File: config.mk
export PLATFORM = sky130hd
export DESIGN_NAME = src_sonar_ranging_control
export DESIGN_NICKNAME = d
export VERILOG_FILES = /design/src/src_pkg.sv /design/src/src_sonar_ranging_control.sv
export SDC_FILE = /design/constraint.sdc
export NUM_CORES = 1
export LEC_CHECK = 0
export CORE_MARGIN = 2
export CORE_UTILIZATION = 68
export CTS_CLUSTER_SIZE = 28
export DETAILED_ROUTE_END_ITERATION = 7
export DONT_BUFFER_PORTS = 1
export GPL_ROUTABILITY_DRIVEN = 0
export PLACE_DENSITY = 0.86
export RECOVER_POWER = 50
export SETUP_SLACK_MARGIN = 0.3
export SYNTH_ARGS = -nofsm -noshare
export SYNTH_HDL_FRONTEND = slang
export SYNTH_SLANG_ARGS = --single-unit
File: constraint.sdc
create_clock -name clk -period 4.8 [get_ports clk]
set_input_delay 0.24 -clock clk [delete_from_list [all_inputs] [get_ports clk]]
set_output_delay 0.24 -clock clk [all_outputs]
set_load 0.01 [all_outputs]
File: src/src_pkg.sv
// Purpose: constants and carrier types for the sonar ranging control block
// Assumes: 10 MHz system clock; all pins synchronous to it
// Notes: times kept in their own units, cycle counts derived from them
package src_pkg;
    localparam int CLK_HZ = 10000000;
    localparam int CLK_PERIOD_NS = 100;
    // 420 kHz time base: derived from clk by a fractional accumulator
    localparam int TB_HZ = 420000;
    // two periods span a whole number of ticks; halves run 4,4,4,5 (burst) and 2,2,2,3
    localparam int BURST_DIV2 = 17; // 2 * 420k / 17 = 49.4 kHz during the burst
    localparam int POST_DIV2 = 9;   // 2 * 420k / 9 = 93.3 kHz after the burst
    localparam int BURST_PULSES = 16;
    localparam int POWERUP_MS = 5;
    localparam int POWERUP_TICKS = POWERUP_MS * TB_HZ / 1000;
    localparam int TRANSMIT_DRIVE_SIGNAL_US = 1100;
    localparam int TRANSMIT_DRIVE_SIGNAL_TICKS = TRANSMIT_DRIVE_SIGNAL_US * TB_HZ / 1000000;
    localparam int BLANK_US = 2380;
    localparam int BLANK_TICKS = BLANK_US * TB_HZ / 1000000;
    localparam int GAIN_STEP_US = 2400;
    localparam int GAIN_STEP_TICKS = GAIN_STEP_US * TB_HZ / 1000000;
    localparam int GAIN_W = 4;
    localparam logic [GAIN_W-1:0] GAIN_MAX = 4'hf;
    localparam int CNT_W = 12;

    typedef enum {ST_RESET, ST_IDLE, ST_BURST, ST_BLANK, ST_LISTEN} src_state_e;

    typedef struct packed {
        logic transducer_drive_output;
        logic transmit_drive_signal;
        logic timebase_clock_output;
        logic echo_output;
        logic [GAIN_W-1:0] gain_setting;
    } src_out_s;

    typedef struct packed {
        src_state_e state;
        logic [23:0] tb_acc;
        logic [CNT_W-1:0] tick_cnt;
        logic [3:0] div_cnt;
        logic [1:0] half_ph;
        logic [4:0] pulse_cnt;
        logic [CNT_W-1:0] gain_cnt;
        logic init_d;
        logic echo_reset_blanking_input_d;
        src_out_s out;
    } src_state_s;
endpackage : src_pkg

File: src/src_sonar_ranging_control.sv
// Purpose: timing and echo logic of an ultrasonic ranging module
// Assumes: inputs synchronous to clk; analog drive and receiver outside
// Notes: half periods vary in length (three short, one long) so both rates average out on whole ticks
// Operation
// - All logic is held in reset until the power-up interval has elapsed.
// - An initiate rising edge gives sixteen transducer pulses, then pulsing stops.
// - All timing is counted in ticks of a 420 kHz time base.
// - A time base clock output runs at the burst rate, then at the faster rate.
// - Transmit drive is high for about 1.1 ms and then stays idle.
// - In multiple-echo mode the blanking input excludes echoes already seen.
// - Power-up, initiation, burst and early unblanking do not depend on the mode.
// - Receive gain steps up under digital control through each cycle.
// - The receive input is ignored for 2.38 ms after initiation.
// - Early unblank high after the burst ends blanking at once and starts listening.
// - The echo output rises when a return is seen after blanking.
// - A blanking pulse clears the echo output to await the next return.
`timescale 1ns/1ps
module src_sonar_ranging_control (
    // clock and reset
    input wire logic clk,
    input wire logic rst_n,
    input wire logic clk_en,
    // host side
    input wire logic initiate_input,
    input wire logic echo_reset_blanking_input,
    input wire logic early_unblank_input,
    // receiver side
    input wire logic return_signal_input,
    // outputs
    output logic transducer_drive_output,
    output logic transmit_drive_signal,
    output logic timebase_clock_output,
    output logic echo_output,
    output logic [src_pkg::GAIN_W-1:0] gain_setting
);
    src_pkg::src_state_s s_reg;
    src_pkg::src_state_s s_next;
    logic tb_tick;
    logic [24:0] acc_sum;
    logic [3:0] burst_last;
    logic [3:0] post_last;

    // ticks in one half period: three short halves then one long one per two periods
    function automatic logic [3:0] half_ticks(input int two_per, input logic [1:0] ph);
        logic [3:0] base;
        base = 4'(two_per / 4);
        half_ticks = (ph == 2'h3) ? base + 4'(two_per % 4) : base;
    endfunction : half_ticks

    // fractional accumulator: one tick per 420 kHz period of the time base
    always_comb begin
        acc_sum = {1'b0, s_reg.tb_acc} + 25'(src_pkg::TB_HZ);
        tb_tick = (acc_sum >= 25'(src_pkg::CLK_HZ));
        // last divider count of the current half period, burst and after it
        burst_last = half_ticks(src_pkg::BURST_DIV2, s_reg.half_ph) - 4'h1;
        post_last = half_ticks(src_pkg::POST_DIV2, s_reg.half_ph) - 4'h1;
    end

    // next-state logic
    always_comb begin
        s_next = s_reg;
        s_next.tb_acc = tb_tick ? 24'(acc_sum - 25'(src_pkg::CLK_HZ)) : acc_sum[23:0];
        s_next.init_d = initiate_input;
        s_next.echo_reset_blanking_input_d = echo_reset_blanking_input;
        // the time base output stays quiet while the power-up wait runs
        if (tb_tick && s_reg.state != src_pkg::ST_RESET) begin
            s_next.div_cnt = s_reg.div_cnt + 4'h1;
            // time base clock output toggles at the end of each half period
            if (s_reg.state == src_pkg::ST_BURST) begin
                if (s_reg.div_cnt >= burst_last) begin
                    s_next.div_cnt = 4'h0;
                    s_next.half_ph = s_reg.half_ph + 2'h1;
                    s_next.out.timebase_clock_output = ~s_reg.out.timebase_clock_output;
                    s_next.out.transducer_drive_output = ~s_reg.out.transducer_drive_output;
                    if (s_reg.out.transducer_drive_output) begin
                        s_next.pulse_cnt = s_reg.pulse_cnt + 5'h1;
                    end
                end
            end else if (s_reg.div_cnt >= post_last) begin
                s_next.div_cnt = 4'h0;
                s_next.half_ph = s_reg.half_ph + 2'h1;
                s_next.out.timebase_clock_output = ~s_reg.out.timebase_clock_output;
            end
        end
        case (s_reg.state)
            src_pkg::ST_RESET: begin
                // hold everything quiet until the oscillator has settled
                if (tb_tick) begin
                    s_next.tick_cnt = s_reg.tick_cnt + 12'h1;
                end
                if (s_reg.tick_cnt >= 12'(src_pkg::POWERUP_TICKS)) begin
                    s_next.state = src_pkg::ST_IDLE;
                    s_next.tick_cnt = '0;
                end
            end
            src_pkg::ST_IDLE: begin
                // edge taken regardless of echo mode
                if (initiate_input && !s_reg.init_d) begin
                    s_next.state = src_pkg::ST_BURST;
                    s_next.tick_cnt = '0;
                    s_next.pulse_cnt = '0;
                    s_next.div_cnt = '0;
                    s_next.half_ph = '0;
                    s_next.gain_cnt = '0;
                    s_next.out.gain_setting = '0;
                    s_next.out.echo_output = 1'b0;
                    s_next.out.transducer_drive_output = 1'b0;
                    s_next.out.transmit_drive_signal = 1'b1;
                end
            end
            src_pkg::ST_BURST, src_pkg::ST_BLANK, src_pkg::ST_LISTEN: begin
                if (tb_tick) begin
                    s_next.tick_cnt = (s_reg.tick_cnt == '1) ? s_reg.tick_cnt
                                                             : s_reg.tick_cnt + 12'h1;
                    s_next.gain_cnt = s_reg.gain_cnt + 12'h1;
                    // gain climbs in steps until it saturates
                    if (s_reg.gain_cnt >= 12'(src_pkg::GAIN_STEP_TICKS - 1)) begin
                        s_next.gain_cnt = '0;
                        if (s_reg.out.gain_setting != src_pkg::GAIN_MAX) begin
                            s_next.out.gain_setting = s_reg.out.gain_setting + 4'h1;
                        end
                    end
                end
                if (s_reg.tick_cnt >= 12'(src_pkg::TRANSMIT_DRIVE_SIGNAL_TICKS)) begin
                    s_next.out.transmit_drive_signal = 1'b0;
                end
                if (s_reg.state == src_pkg::ST_BURST
                    && s_reg.pulse_cnt >= 5'(src_pkg::BURST_PULSES)) begin
                    s_next.out.transducer_drive_output = 1'b0;
                    s_next.state = src_pkg::ST_BLANK;
                end
                if (s_reg.state != src_pkg::ST_LISTEN
                    && (early_unblank_input
                        || s_reg.tick_cnt >= 12'(src_pkg::BLANK_TICKS))) begin
                    // unblank early but never cut the burst short
                    if (s_reg.state == src_pkg::ST_BLANK) begin
                        s_next.state = src_pkg::ST_LISTEN;
                    end
                end
                if (s_reg.state == src_pkg::ST_LISTEN) begin
                    if (return_signal_input && !echo_reset_blanking_input) begin
                        s_next.out.echo_output = 1'b1;
                    end else if (s_reg.echo_reset_blanking_input_d && !echo_reset_blanking_input) begin
                        s_next.out.echo_output = 1'b0;
                    end
                end
                if (!initiate_input) begin
                    // dropping initiate ends the cycle and cuts transmit short
                    s_next.state = src_pkg::ST_IDLE;
                    s_next.out.transducer_drive_output = 1'b0;
                    s_next.out.transmit_drive_signal = 1'b0;
                end
            end
            default: begin
                s_next.state = src_pkg::ST_RESET;
            end
        endcase
    end

    // single state register, frozen while clk_en is low
    always_ff @(posedge clk or negedge rst_n) begin
        if (!rst_n) begin
            s_reg <= '{state: src_pkg::ST_RESET, default: '0};
        end else if (clk_en) begin
            s_reg <= s_next;
        end
    end

    assign transducer_drive_output = s_reg.out.transducer_drive_output;
    assign transmit_drive_signal = s_reg.out.transmit_drive_signal;
    assign timebase_clock_output = s_reg.out.timebase_clock_output;
    assign echo_output = s_reg.out.echo_output;
    assign gain_setting = s_reg.out.gain_setting;
endmodule : src_sonar_ranging_control

==> out/results.ini <==
[power_and_ir_drop]
p_switching_mw=1.86
clockPowerShare_pct=15.1
swShare_pct=48.9
ir_drop_v=0.000276
p_per_area_mw_per_mm2=609
combPwrFrac_pct=51.2
p_seq_share_pct=33.7
power_leakage_nw=2.74
p_int_mw=1.94

[die]
die_width_um=98.1
rows=34
ios=15
start_util_pct=69.8
dieArea_mm2=0.00963
core_mm2=0.00864
dieHeight_um=98.1

[logic_synthesis]
syn-cell-area_mm2=0.00602
synth_edf_count=0
seq_area_frac_synth_pct=39.9
synth-main-ff-cell=dfrtp_1
syn_inst=650
synth_cell_types=80
synthArstFlopShare_pct=100
synth_seq_cells=96
yosysWarnings=0
syn_avg_cell_area_um2=9.27
syn_nets=672

[cells_and_area]
utilization_pct=72.3
diodes=0
finalNetCount=648
design_area_mm2=0.00624
largest_reg_flops=88
nFillCells=610
area_delta_synth_final_pct=3.66
layout.cells.non_filler=739
drive_above_1_share_pct=9.03

[global_routing]
grt_overflow_total=0
grt_pass1_vias=4941
grt_usage_pct=29.2
antenna_found_initial=0
grt_pass1_wl_um=23300
grt_max_degree=97

[drt]
vias=5101
drt_first_pass_iters=5
wl_per_cell_um=18.3
drt-initial-drc-count=471
wirelength_um=13500
postRouteAntennaNets=0
remaining_drc_errors=0
via_per_inst=6.90

[sta]
final-max-slew-violation-count=97
post-route-period-util_pct=86.1
fin_crit_ns=4.13
rsz0062_at_grt=false
setup_violations=0
relSlewSlack_pct=-51.4
setup_tns_ns=0
tightestPinTransition_ns=2.27
fmax_mhz=242
whs_ns=0.0196
hold_violations=0
fin_skew_ns=0.0217

[clock_network]
cts_buffer_depth=2
clock_latency_ns=0.38
cts_resized=0
cts_tree=yes
holdBufCountCts=3
cts_root_buf=clkbuf_8
cts-htree-levels=3
cts.reportedPaths.clkPinSlew_ns=0.12
numCtsBuffers=9
post-cts-setup-buffers=0
clock_sinks=96

[worst_setup_path]
critPathLaunch=s_reg[50]
crit_arrival_ns=4.40
cp-start-kind=flip-flop
reg2reg_to=s_reg[40]
rr_worst_depth=12
timing.rr.start=s_reg[50]
crit_path_end=s_reg[40]
worstSetupPathType=reg -> reg
r2r_setup_slack_ns=0.67
cp.required_ns=5.07
crit_fanout=14
endpoint_kind=flip-flop

[hold_path]
hold_path_class=in -> reg

[outcome]
status=finished with violations
violations=capacitance limit, slew limit

[place]
placed_cell_area_mm2=0.00599
dp_cells=719
numPortBuffers=0
dpl.hpwl_um=9240

[flow_run]
max_cap_viol_count=1

[metrics by stage]
stage | setup WS, ns | power [mW]
CTS | 0.787 | 3.76
detailed placement | 0.861 | 3.16
global route | 0.431 | 4.07
finish | 0.666 | 3.81
global placement | 0.967 | 3.06
floorplan | 1.63 | 2.80
[cells in the mapped netlist, types with 17 or more instances]
| library cell | number | share of area [%] |
|---|---|---|
| a21oi_1 | 23 | 1.9 |
| clkbuf_1 | 22 | 1.4 |
| dfrtp_1 | 96 | 40 |
| inv_1 | 22 | 1.4 |
| nand2_1 | 38 | 2.4 |
| nand3_1 | 28 | 2.3 |
| nor2_1 | 46 | 2.9 |
| nor2b_1 | 39 | 4.0 |
| nor4_1 | 17 | 1.8 |
| o21ai_0 | 35 | 2.9 |
| o31ai_1 | 25 | 3.1 |
| xnor2_1 | 18 | 2.6 |
[layout by cell type (no fill, tap or decap), types with 5 or more instances in the layout]
cell type  netlist  final
xor2_1           7      7
mux2_2           7      7
nor4_1          17     17
ha_1            15     15
nand2b_1        11     11
nor2b_1         39     39
o21ai_0         35     35
o41ai_2          9      9
xnor2_1         18     18
o31ai_1         25     25
or3_1           10     10
buf_4            9      8
and3_1          11     11
a21oi_1         23     21
inv_1           22     22
clkbuf_8         0      9
or4_1            5      5
nand2_1         38     38
a211oi_1         5      5
nand4_1          9      9
a21o_1           7      7
dfrtp_1         96     96
nand3_1         28     28
o21a_1           5      5
o211ai_1        11     11
mux2i_1          6      6
nor3_1          15     15
nor2_1          46     46
[how the worst min path moves through the flow]
| stage | startpoint | slack (ns) | cells after the start | end |
|---|---|---|---|---|
| floorplan | rst_n | -0.06 | 0 | echo_output |
| global placement | rst_n | -0.05 | 0 | s_reg[63] |
| detailed placement | rst_n | -0.05 | 0 | s_reg[63] |
| CTS | clk_en | 0.0007 | 1 | s_reg[56] |
| global route | clk_en | 0.01 | 1 | s_reg[51] |
| finish | clk_en | 0.02 | 1 | transducer_drive_output |
[per-layer routing]
metal	track usage [%]	up-vias	routed length, µm
met5	0	-	0
met4	9.83	0	263
met1	40.3	2506	5800
li1	-	2354	-
met2	47.3	218	6480
met3	5.08	23	956
[cells by family after synthesis]
family	Yosys count	synth area share [%]
AND/OR/NAND/NOR	249	22.1
AO/OA/AOI/OAI	180	23.0
flip-flops	96	39.9
buffers and inverters	70	5.42
XOR/XNOR	26	3.90
adder cells (fa/ha/maj)	15	3.12
multiplexers	14	2.55
[critical path, stage by stage (launching register included)]
cell      delay, ns
dfrtp_1        0.46
ha_1           0.36
o2111a_2       0.31
o21ai_2        0.12
a211oi_1       0.54
nand3_1        0.22
o22ai_1        0.31
a211o_1        0.49
a21oi_1        0.14
buf_4          0.20
or2_1          0.31
buf_4          0.21
o41ai_2        0.34
[power groups by stage]
stage          sequential, mW  clock [mW]  combinational, mW
2_1_floorplan            1.10           0               1.70
3_3_place_gp             1.28           0               1.78
3_5_place_dp             1.29           0               1.87
4_1_cts                  1.28       0.576               1.91
5_1_grt                  1.32       0.615               2.14
6_report                 1.28       0.573               1.95
[final cells by class]
class                      count  area (µm²)  share of cell area [%]
multi-input combinational    484        3300                    52.9
sequential                    96        2400                    38.5
tap                          108         135                    2.16
clock buffer                   9         124                    1.98
clock inverter                 7        98.8                    1.58
timing repair buffer          12        95.1                    1.52
inverter                      23        86.3                    1.38
(Power assumes the default switching activity.)
